[config.mk]
export PLATFORM = sky130hd
export DESIGN_NAME = fsca_adapter
export DESIGN_NICKNAME = d
export VERILOG_FILES = /design/src/include/fsca_pkg.sv /design/src/include/fsca_mem_if.sv /design/src/rtl/fsca_adapter.sv /design/src/rtl/fsca_img_mem.sv
export SDC_FILE = /design/constraint.sdc
export NUM_CORES = 1
export LEC_CHECK = 0
export BUFFER_PORTS_ARGS = -buffer_cell sky130_fd_sc_hd__buf_2
export CAP_MARGIN = 10
export CORE_MARGIN = 2
export CORE_UTILIZATION = 64
export DETAILED_ROUTE_END_ITERATION = 10
export PLACE_DENSITY = 0.94
export SLEW_MARGIN = 25
export SYNTH_ARGS = -nofsm -noshare
export SYNTH_HDL_FRONTEND = slang
export SYNTH_HIERARCHICAL = 1
export SYNTH_SLANG_ARGS = --single-unit
[constraint.sdc]
create_clock -name hclk -period 7.51 [get_ports hclk]
set_input_delay 0.751 -clock hclk [delete_from_list [all_inputs] [get_ports hclk]]
set_output_delay 0.751 -clock hclk [all_outputs]
set_load 0.01 [all_outputs]
[src/include/fsca_pkg.sv]
package fsca_pkg;
    // clock and timing
    localparam int CLK_MHZ          = 10;
    localparam int MIN_INTERVAL_US  = 1000;
    localparam int CYC_INTERVAL     = MIN_INTERVAL_US * CLK_MHZ;
    localparam int FLASH_HALF_MS    = 250;
    localparam int FLASH_HALF_CYC   = FLASH_HALF_MS * 1000 * CLK_MHZ;
    localparam int ACT_HOLD_MS      = 50;
    localparam int ACT_HOLD_CYC     = ACT_HOLD_MS * 1000 * CLK_MHZ;
    localparam int CNT_W            = 24;

    // register byte addresses
    localparam logic [31:0] REG_CTRL     = 32'h0000_0000;
    localparam logic [31:0] REG_PATH     = 32'h0000_0004;
    localparam logic [31:0] REG_CMD      = 32'h0000_0008;
    localparam logic [31:0] REG_IMG_BASE = 32'h0000_0010;
    localparam logic [31:0] REG_IRQ_STAT = 32'h0000_0020;
    localparam logic [31:0] REG_IRQ_MASK = 32'h0000_0024;

    // object path of an access: class, instance, attribute, explicit flag
    localparam int PATH_W        = 25;
    localparam int PATH_CLASS_LSB = 0;
    localparam int PATH_INST_LSB  = 8;
    localparam int PATH_ATTR_LSB  = 16;
    localparam int PATH_EXPL_BIT  = 24;
    localparam logic [7:0] ASM_CLASS    = 8'h04;
    localparam logic [7:0] ASM_OUT_INST = 8'h68;
    localparam logic [7:0] ASM_IN_INST  = 8'h9a;
    localparam logic [7:0] ASM_ATTR     = 8'h03;

    // command image (4 bytes, little endian)
    localparam int CMD_RUN_BIT   = 6;
    localparam int CMD_RESET_BIT = 7;
    localparam int CMD_SET_BIT   = 13;
    localparam logic [31:0] CMD_RSVD_MASK = 32'hffff_df3f;

    // status image (12 bytes = 3 words, little endian)
    localparam int IMG_WORDS   = 3;
    localparam int IMG_AW      = 2;
    localparam int ST_READY    = 0;
    localparam int ST_OPMODE   = 1;
    localparam int ST_RUNNING  = 2;
    localparam int ST_TRIP     = 3;
    localparam int ST_WARN     = 7;
    localparam int ST_REMOTE   = 9;
    localparam int TRIP_CODE_W = 16;

    // control register bits
    localparam int CTRL_W        = 6;
    localparam int CTRL_REMOTE   = 0;
    localparam int CTRL_CIR_EN   = 1;
    localparam int CTRL_IP_OK    = 2;
    localparam int CTRL_DUP_IP   = 3;
    localparam int CTRL_TIMEOUT  = 4;
    localparam int CTRL_COMM_EST = 5;
    localparam int CTRL_REINIT   = 6;

    // interrupt status / mask bits
    localparam int IRQ_W      = 5;
    localparam int IRQ_FWD    = 0;
    localparam int IRQ_REJECT = 1;
    localparam int IRQ_TRIP   = 2;
    localparam int IRQ_FAST   = 3;
    localparam int IRQ_RSVD   = 4;

    localparam logic HRESP_OKAY = 1'b0;

    typedef enum logic {
        FSCA_BUS_READY = 1'b0,
        FSCA_BUS_IMG   = 1'b1
    } fsca_bus_st_t;
endpackage

[src/include/fsca_mem_if.sv]
`timescale 1ns/100ps
interface fsca_mem_if #(
    parameter int AW = 2,
    parameter int DW = 32
);
    logic          wr_en;
    logic [AW-1:0] wr_addr;
    logic [DW-1:0] wr_data;
    logic [AW-1:0] rd_addr;
    logic [DW-1:0] rd_data;

    modport ctrl (output wr_en, output wr_addr, output wr_data, output rd_addr, input rd_data);
    modport mem  (input wr_en, input wr_addr, input wr_data, input rd_addr, output rd_data);
endinterface

[src/rtl/fsca_adapter.sv]
// Added by the designer: register access over AHB-Lite and the placing of the registers.
`timescale 1ns/100ps
module fsca_adapter #(
    parameter int INTERVAL_CYCLES   = fsca_pkg::CYC_INTERVAL,
    parameter int FLASH_HALF_CYCLES = fsca_pkg::FLASH_HALF_CYC,
    parameter int ACT_HOLD_CYCLES   = fsca_pkg::ACT_HOLD_CYC,
    parameter int NPORTS            = 2
)(
    input  wire logic                            hclk,
    input  wire logic                            hresetn,
    input  wire logic                            hsel,
    input  wire logic [31:0]                     haddr,
    input  wire logic [1:0]                      htrans,
    input  wire logic                            hwrite,
    input  wire logic [2:0]                      hsize,
    input  wire logic [31:0]                     hwdata,
    input  wire logic                            hready,
    output logic                                 hreadyout,
    output logic [31:0]                          hrdata,
    output logic                                 hresp,
    output logic                                 irq,
    input  wire logic                            st_ready,
    input  wire logic                            st_op_mode,
    input  wire logic                            st_running,
    input  wire logic                            st_tripped,
    input  wire logic                            st_warning,
    input  wire logic                            st_remote,
    input  wire logic [31:0]                     st_current,
    input  wire logic [fsca_pkg::TRIP_CODE_W-1:0] st_trip_code,
    input  wire logic [NPORTS-1:0]               port_link,
    input  wire logic [NPORTS-1:0]               port_act,
    output logic                                 run_req,
    output logic                                 motor_set_sel,
    output logic                                 cmd_strobe,
    output logic                                 trip_reset,
    output logic                                 led_power,
    output logic                                 led_error,
    output logic                                 led_status,
    output logic [NPORTS-1:0]                    led_link,
    output logic [NPORTS-1:0]                    led_act
);
    import fsca_pkg::*;

    localparam int PIN_W = 6 + 32 + TRIP_CODE_W + 2 * NPORTS;

    fsca_mem_if #(.AW(IMG_AW), .DW(32)) img_if ();

    fsca_img_mem #(.DEPTH(IMG_WORDS), .AW(IMG_AW), .DW(32)) u_img (
        .hclk    (hclk),
        .hresetn (hresetn),
        .port    (img_if.mem)
    );

    function automatic logic is_img(input logic [31:0] a);
        return (a[31:4] == REG_IMG_BASE[31:4]) && (32'(a[3:2]) < IMG_WORDS);
    endfunction

    function automatic logic path_is(input logic [PATH_W-1:0] p, input logic [7:0] inst);
        return p[PATH_CLASS_LSB +: 8] == ASM_CLASS && p[PATH_INST_LSB +: 8] == inst
            && p[PATH_ATTR_LSB +: 8] == ASM_ATTR;
    endfunction

    // pin synchroniser: first stage only feeds the second
    logic [PIN_W-1:0] sync1_r;
    logic [PIN_W-1:0] sync2_r;
    logic [PIN_W-1:0] pin_in;

    assign pin_in = {port_act, port_link, st_trip_code, st_current,
                     st_remote, st_warning, st_tripped, st_running, st_op_mode, st_ready};

    always_ff @(posedge hclk or negedge hresetn) begin
        if (!hresetn) begin
            sync1_r <= '0;
            sync2_r <= '0;
        end else begin
            sync1_r <= pin_in;
            sync2_r <= sync1_r;
        end
    end

    logic                    s_ready, s_op_mode, s_running, s_tripped, s_warning, s_remote;
    logic [31:0]             s_current;
    logic [TRIP_CODE_W-1:0]  s_trip_code;
    logic [NPORTS-1:0]       s_link;
    logic [NPORTS-1:0]       s_act;

    // multi-bit words land only when two samples in a row agree, so a word caught mid-change is never used
    localparam int WORD_W   = 32 + TRIP_CODE_W;
    localparam int WORD_LSB = PIN_W - 2 * NPORTS - WORD_W;

    logic [WORD_W-1:0] word_prev_r;
    logic [WORD_W-1:0] word_r;

    always_ff @(posedge hclk or negedge hresetn) begin
        if (!hresetn) begin
            word_prev_r <= '0;
            word_r      <= '0;
        end else begin
            word_prev_r <= sync2_r[WORD_LSB +: WORD_W];
            if (word_prev_r == sync2_r[WORD_LSB +: WORD_W]) begin
                word_r <= word_prev_r;
            end
        end
    end

    assign {s_act, s_link, s_trip_code, s_current,
            s_remote, s_warning, s_tripped, s_running, s_op_mode, s_ready} =
           {sync2_r[PIN_W-1 -: 2 * NPORTS], word_r, sync2_r[WORD_LSB-1:0]};

    // bus slave
    fsca_bus_st_t       bus_st_r;
    logic               wr_ph_r;
    logic [31:0]        wr_addr_r;
    logic [CTRL_W-1:0]  ctrl_r;
    logic [PATH_W-1:0]  path_r;
    logic [31:0]        cmd_r;
    logic [IRQ_W-1:0]   irq_st_r;
    logic [IRQ_W-1:0]   mask_r;
    logic               ahb_take;
    logic               rd_irq;
    logic [31:0]        rd_word;

    assign ahb_take = hsel && htrans[1] && hready;
    assign rd_irq   = ahb_take && !hwrite && (haddr == REG_IRQ_STAT);

    always_comb begin
        unique case (haddr)
            REG_CTRL:     rd_word = 32'(ctrl_r);
            REG_PATH:     rd_word = 32'(path_r);
            REG_CMD:      rd_word = cmd_r;
            REG_IRQ_STAT: rd_word = 32'(irq_st_r);
            REG_IRQ_MASK: rd_word = 32'(mask_r);
            default:      rd_word = '0;
        endcase
    end

    always_ff @(posedge hclk or negedge hresetn) begin
        if (!hresetn) begin
            bus_st_r  <= FSCA_BUS_READY;
            hreadyout <= 1'b1;
            hrdata    <= '0;
            hresp     <= HRESP_OKAY;
            wr_ph_r   <= 1'b0;
            wr_addr_r <= '0;
        end else begin
            hresp   <= HRESP_OKAY;
            wr_ph_r <= ahb_take && hwrite;
            if (ahb_take) begin
                wr_addr_r <= haddr;
            end
            unique case (bus_st_r)
                FSCA_BUS_READY: begin
                    if (ahb_take && !hwrite && is_img(haddr)) begin
                        bus_st_r  <= FSCA_BUS_IMG;
                        hreadyout <= 1'b0;
                    end else if (ahb_take && !hwrite) begin
                        hrdata <= rd_word;
                    end
                end
                FSCA_BUS_IMG: begin
                    bus_st_r  <= FSCA_BUS_READY;
                    hreadyout <= 1'b1;
                    hrdata    <= img_if.rd_data;
                end
            endcase
        end
    end

    // command path
    logic       cmd_wr, ctrl_wr, reinit, path_ok, allowed, cmd_acc, cmd_rej;
    logic       cmd_diff, trip_rise, too_fast, rsvd_set;
    logic       fwd_valid_r, gap_seen_r;
    logic [CNT_W-1:0] gap_cnt_r;

    assign cmd_wr    = wr_ph_r && (wr_addr_r == REG_CMD);
    assign ctrl_wr   = wr_ph_r && (wr_addr_r == REG_CTRL);
    assign reinit    = ctrl_wr && hwdata[CTRL_REINIT];
    assign path_ok   = path_is(path_r, ASM_OUT_INST);
    assign allowed   = !ctrl_r[CTRL_REMOTE] || ctrl_r[CTRL_CIR_EN];
    assign cmd_acc   = cmd_wr && path_ok && allowed;
    assign cmd_rej   = cmd_wr && !cmd_acc;
    assign cmd_diff  = !fwd_valid_r || (hwdata[CMD_RUN_BIT] != run_req)
                       || (hwdata[CMD_SET_BIT] != motor_set_sel);
    assign trip_rise = cmd_acc && hwdata[CMD_RESET_BIT] && !cmd_r[CMD_RESET_BIT];
    assign too_fast  = cmd_acc && !path_r[PATH_EXPL_BIT] && gap_seen_r
                       && (gap_cnt_r < CNT_W'(INTERVAL_CYCLES));
    assign rsvd_set  = cmd_acc && ((hwdata & CMD_RSVD_MASK) != '0);

    always_ff @(posedge hclk or negedge hresetn) begin
        if (!hresetn) begin
            ctrl_r <= '0;
            path_r <= '0;
            mask_r <= '0;
        end else if (wr_ph_r) begin
            if (wr_addr_r == REG_CTRL) begin
                ctrl_r <= hwdata[CTRL_W-1:0];
            end
            if (wr_addr_r == REG_PATH) begin
                path_r <= hwdata[PATH_W-1:0];
            end
            if (wr_addr_r == REG_IRQ_MASK) begin
                mask_r <= hwdata[IRQ_W-1:0];
            end
        end
    end

    // held command image, 4 bytes, byte 0 in bits 7:0
    always_ff @(posedge hclk or negedge hresetn) begin
        if (!hresetn) begin
            cmd_r <= '0;
        end else if (reinit) begin
            cmd_r <= '0;
        end else if (cmd_acc) begin
            cmd_r <= hwdata;
        end
    end

    always_ff @(posedge hclk or negedge hresetn) begin
        if (!hresetn) begin
            run_req       <= 1'b0;
            motor_set_sel <= 1'b0;
            cmd_strobe    <= 1'b0;
            trip_reset    <= 1'b0;
            fwd_valid_r   <= 1'b0;
        end else begin
            cmd_strobe <= cmd_acc && cmd_diff;
            trip_reset <= trip_rise;
            if (reinit) begin
                fwd_valid_r <= 1'b0;
            end else if (cmd_acc && cmd_diff) begin
                fwd_valid_r   <= 1'b1;
                run_req       <= hwdata[CMD_RUN_BIT];
                motor_set_sel <= hwdata[CMD_SET_BIT];
            end
        end
    end

    // spacing between cyclic commands, saturating
    always_ff @(posedge hclk or negedge hresetn) begin
        if (!hresetn) begin
            gap_cnt_r  <= '0;
            gap_seen_r <= 1'b0;
        end else if (cmd_acc && !path_r[PATH_EXPL_BIT]) begin
            gap_cnt_r  <= '0;
            gap_seen_r <= 1'b1;
        end else if (gap_cnt_r < CNT_W'(INTERVAL_CYCLES)) begin
            gap_cnt_r <= gap_cnt_r + 1'b1;
        end
    end

    // sticky events, cleared by reading; a new event wins over the clear
    logic [IRQ_W-1:0] ev;

    always_comb begin
        ev             = '0;
        ev[IRQ_FWD]    = cmd_acc && cmd_diff;
        ev[IRQ_REJECT] = cmd_rej;
        ev[IRQ_TRIP]   = trip_rise;
        ev[IRQ_FAST]   = too_fast;
        ev[IRQ_RSVD]   = rsvd_set;
    end

    always_ff @(posedge hclk or negedge hresetn) begin
        if (!hresetn) begin
            irq_st_r <= '0;
            irq      <= 1'b0;
        end else begin
            irq_st_r <= (irq_st_r & ~{IRQ_W{rd_irq}}) | ev;
            irq      <= |(irq_st_r & mask_r);
        end
    end

    // status image refresh, one word per cycle, word 0 first, back to word 0 after word 2
    logic [IMG_AW-1:0] img_idx_r;
    logic [31:0]       img_word;

    always_comb begin
        img_word = '0;
        unique case (img_idx_r)
            2'h0: begin
                img_word[ST_READY]   = s_ready;
                img_word[ST_OPMODE]  = s_op_mode;
                img_word[ST_RUNNING] = s_running;
                img_word[ST_TRIP]    = s_tripped;
                img_word[ST_WARN]    = s_warning;
                img_word[ST_REMOTE]  = s_remote;
            end
            2'h1:    img_word = s_current;
            2'h2:    img_word = 32'(s_trip_code);
            default: img_word = '0;
        endcase
    end

    always_ff @(posedge hclk or negedge hresetn) begin
        if (!hresetn) begin
            img_idx_r <= '0;
        end else if (32'(img_idx_r) == IMG_WORDS - 1) begin
            img_idx_r <= '0;
        end else begin
            img_idx_r <= img_idx_r + 1'b1;
        end
    end

    assign img_if.wr_en   = 1'b1;
    assign img_if.wr_addr = img_idx_r;
    assign img_if.wr_data = img_word;
    assign img_if.rd_addr = haddr[3:2];

    // indicators
    logic [CNT_W-1:0] blink_cnt_r;
    logic             blink_r;

    always_ff @(posedge hclk or negedge hresetn) begin
        if (!hresetn) begin
            blink_cnt_r <= '0;
            blink_r     <= 1'b0;
        end else if (blink_cnt_r == CNT_W'(FLASH_HALF_CYCLES - 1)) begin
            blink_cnt_r <= '0;
            blink_r     <= !blink_r;
        end else begin
            blink_cnt_r <= blink_cnt_r + 1'b1;
        end
    end

    always_ff @(posedge hclk or negedge hresetn) begin
        if (!hresetn) begin
            led_power  <= 1'b0;
            led_error  <= 1'b0;
            led_status <= 1'b0;
        end else begin
            led_power <= 1'b1;
            if (ctrl_r[CTRL_DUP_IP]) begin
                led_error <= 1'b1;
            end else begin
                led_error <= ctrl_r[CTRL_TIMEOUT] && blink_r;
            end
            if (ctrl_r[CTRL_COMM_EST]) begin
                led_status <= 1'b1;
            end else begin
                led_status <= ctrl_r[CTRL_IP_OK] && blink_r;
            end
        end
    end

    for (genvar g = 0; g < NPORTS; g++) begin : g_port
        logic [CNT_W-1:0] act_cnt_r;

        always_ff @(posedge hclk or negedge hresetn) begin
            if (!hresetn) begin
                act_cnt_r   <= '0;
                led_link[g] <= 1'b0;
                led_act[g]  <= 1'b0;
            end else begin
                led_link[g] <= s_link[g];
                if (s_act[g]) begin
                    act_cnt_r <= CNT_W'(ACT_HOLD_CYCLES);
                end else if (act_cnt_r != '0) begin
                    act_cnt_r <= act_cnt_r - 1'b1;
                end
                led_act[g] <= (act_cnt_r != '0) && blink_r;
            end
        end
    end
endmodule

[src/rtl/fsca_img_mem.sv]
`timescale 1ns/100ps
module fsca_img_mem #(
    parameter int DEPTH = 3,
    parameter int AW    = 2,
    parameter int DW    = 32
)(
    input wire logic hclk,
    input wire logic hresetn,
    fsca_mem_if.mem  port
);
    logic [DW-1:0] mem_r [DEPTH];

    always_ff @(posedge hclk or negedge hresetn) begin
        if (!hresetn) begin
            for (int i = 0; i < DEPTH; i++) begin
                mem_r[i] <= '0;
            end
        end else if (port.wr_en && (32'(port.wr_addr) < DEPTH)) begin
            mem_r[port.wr_addr] <= port.wr_data;
        end
    end

    // read data leaves through a register
    always_ff @(posedge hclk or negedge hresetn) begin
        if (!hresetn) begin
            port.rd_data <= '0;
        end else if (32'(port.rd_addr) < DEPTH) begin
            port.rd_data <= mem_r[port.rd_addr];
        end else begin
            port.rd_data <= '0;
        end
    end
endmodule
==> impl_metrics.json <==
{
  "ios": 178,
  "port-buffer-count": 172,
  "vias_per_cell": 6.23,
  "dr.pass1.iters": 6,
  "ir_worst_vdd_mv": 0.204,
  "cts_buffer_depth": 3,
  "crit_path_start_kind": "flip-flop",
  "power_density_nw_per_um2": 248,
  "synthTopCellsByCount": "dfrtp_1, mux2_2, nor2_1",
  "netlist_area_um2": 23600,
  "synth_edf_count": 0,
  "wirelength_mm": 52.8,
  "finClkSkew_ps": 15.8,
  "worstReg2RegEnd": "gap_cnt_r[16]",
  "cts_setup_buffers": 0,
  "ys_top_cells_by_area": "dfrtp_1, mux2_2, xor2_1, mux2i_1, o21ai_0",
  "reg2reg_depth": 6,
  "overflow": 0,
  "core-area_um2": 36400,
  "fmax_mhz": 298,
  "hp-class": "input pin to async pin",
  "grt.total_usage_pct": 28.0,
  "slew_violations": 0,
  "hold_ws_ps": 30.2,
  "drt_iter0_drc": 1368,
  "final_cell_count_no_fill": 2475,
  "grt_max_degree": 169,
  "regToRegStartpoint": "wr_addr_r[4]",
  "required_ps": 8000,
  "crit_start": "wr_addr_r[4]",
  "grt_antenna_before_repair": 4,
  "tns_ps": 0,
  "period_share_pct": 44.7,
  "switching_power_mw": 1.46,
  "die_w_um": 196,
  "via_count": 15400,
  "place_congestion": 0.931,
  "root_buffer": "clkbuf_16",
  "area_growth_syn_to_layout_pct": 13.6,
  "synth.avg_cell_area_um2": 13.1,
  "tightest_slew_ps": 1070,
  "clkTransAtPathRegs_ps": 60,
  "ant_nets": 0,
  "cts_buffers": 56,
  "synth_cells": 1801,
  "finalInstanceArea_um2": 26800,
  "wire_per_inst_um": 21.3,
  "async_reset_ff_share_pct": 100,
  "yosysMostFrequentCell": "dfrtp_1",
  "internal_power_mw": 5.18,
  "ys.flop_type": "dfrtp_1",
  "path_class": "flip-flop to flip-flop",
  "htree_num_levels": 2,
  "ys_ff_latch": 593,
  "synthDistinctLibCells": 65,
  "nFillCells": 2206,
  "drc": 0,
  "placed_area_um2": 24800,
  "rsz0062_at_grt": "no",
  "yosysTopAreaCell": "dfrtp_1",
  "grt_pass1_vias": 16000,
  "start_util_pct": 64.8,
  "synth_top_area_share_pct": 62.8,
  "leakage_nw": 12.4,
  "drive_gt1_share_pct": 25.6,
  "worst-endpoint-arrival_ps": 3850,
  "dieArea_um2": 38400,
  "fin_crit_ps": 3360,
  "die_h_um": 196,
  "rows": 70,
  "clock_latency_ps": 610,
  "maxCapViolCount": 0,
  "clkPwrFrac_pct": 43.9,
  "critPathMaxFanout": 36,
  "n_antenna_cell": 0,
  "dp_cells": 2372,
  "ys_seq_area_share_pct": 62.9,
  "outcome": "finished clean",
  "combPwrFrac_pct": 5.0,
  "relSlewSlack_pct": 28.0,
  "synth_warnings": 6,
  "cts_tree": "built",
  "seqPwrFrac_pct": 51.1,
  "setup_viol": 0,
  "post_cts_resized": 0,
  "hold_viol": 0,
  "final_util_pct": 73.6,
  "cts_hold_buf": 0,
  "hpwl_mm": 33.5,
  "grt_pass1_wl_mm": 85.2,
  "cts.sinks": 593,
  "worst_setup_path_end_kind": "flip-flop",
  "swShare_pct": 22.0,
  "reg2reg_setup_slack_ps": 4150,
  "layout.nets": 2107
}
[power groups by stage]
stage / Sequential (mW) / Clock [mW] / Combinational [mW]
after floorplan: 3.42 / 0 / 0.166
after global placement: 3.44 / 0 / 0.310
after detailed placement: 3.45 / 0 / 0.324
after CTS: 3.39 / 2.97 / 0.329
after global routing: 3.40 / 3.10 / 0.365
final: 3.39 / 2.92 / 0.329
[cell families after synthesis]
logic type	Yosys count	synth area share (%)
other cells	2	0.0318
buf+inv	113	2.23
compound gates	278	8.06
fa+ha+maj	12	0.636
xor+xnor	111	4.12
simple gates	439	10.2
mux	253	11.9
flops	593	62.9
[registers in the layout, indices dropped and copies added, names as in the netlist, 5 cells and up]
name	cells
u_img/mem_r	96
sync1_r	58
sync2_r	58
g_port.act_cnt_r	48
word_prev_r	48
word_r	48
cmd_r	32
hrdata	32
u_img/port.rd_data	32
wr_addr_r	32
path_r	25
blink_cnt_r	24
gap_cnt_r	24
ctrl_r	6
irq_st_r	5
mask_r	5
[cell usage in the layout, fill, tap and decap left out, types with 10 or more instances in the layout]
master | synthesis | final
a22oi_1 | 30 | 30
clkbuf_1 | 59 | 10
nor2b_1 | 33 | 32
mux2_2 | 211 | 211
nand2b_1 | 11 | 11
nor3_1 | 26 | 24
xnor2_1 | 34 | 34
and2_1 | 31 | 31
nand3_1 | 61 | 61
nand2_1 | 56 | 56
a21oi_1 | 46 | 45
nor2_1 | 88 | 88
or4_1 | 13 | 13
a211oi_1 | 13 | 13
xor2_1 | 77 | 77
buf_2 | 16 | 171
clkbuf_16 | 0 | 57
dfrtp_1 | 592 | 592
ha_1 | 12 | 12
clkbuf_8 | 3 | 11
clkinv_2 | 0 | 13
mux2i_1 | 40 | 40
nand4_1 | 26 | 26
a21o_1 | 28 | 28
o2bb2ai_1 | 34 | 34
inv_1 | 21 | 21
buf_4 | 4 | 17
nor4_1 | 44 | 43
or3_1 | 11 | 11
o21ai_0 | 72 | 71
[per-layer routing]
metal	GRT usage [%]	vias up	wire (um)
met5	0	-	62
met4	11.3	8	1870
met3	4.93	161	3680
met2	46.5	696	26000
met1	37.2	7786	21200
li1	-	6775	-
[worst max path at each step]
stage / cells after the start / slack (ps) / to
after floorplan: 7 / 5090 / gap_cnt_r[10]
after global placement: 6 / 4190 / hrdata[8]
after detailed placement: 6 / 4140 / hrdata[7]
after CTS: 6 / 4190 / gap_cnt_r[16]
after global routing: 6 / 4110 / gap_cnt_r[16]
final: 6 / 4150 / gap_cnt_r[16]
[critical path, cell delays in order (launching register included)]
cell     delay, ps
dfrtp_1        390
or4b_1         600
or3_4          390
or4_1          410
buf_4          280
nor3_4         870
and2b_1        280
[per-stage QoR]
step           worst slack, ps  total power, mW
3_5_place_dp              4140             3.77
6_report                  4150             6.64
5_1_grt                   4110             6.87
3_3_place_gp              4190             3.75
2_1_floorplan             5090             3.59
4_1_cts                   4190             6.69
[area by class of cell]
| cell class | instances | area (um2) | share of cell area (%) |
|---|---|---|---|
| sequential | 593 | 14800 | 55.4 |
| tap | 468 | 586 | 2.18 |
| multi-input combinational | 1098 | 8300 | 31.0 |
| inverter | 21 | 78.8 | 0.294 |
| clock inverter | 24 | 308 | 1.15 |
| timing repair buffer | 193 | 1080 | 4.02 |
| clock buffer | 78 | 1620 | 6.03 |
No activity file was read; power rests on OpenSTA's default activity.
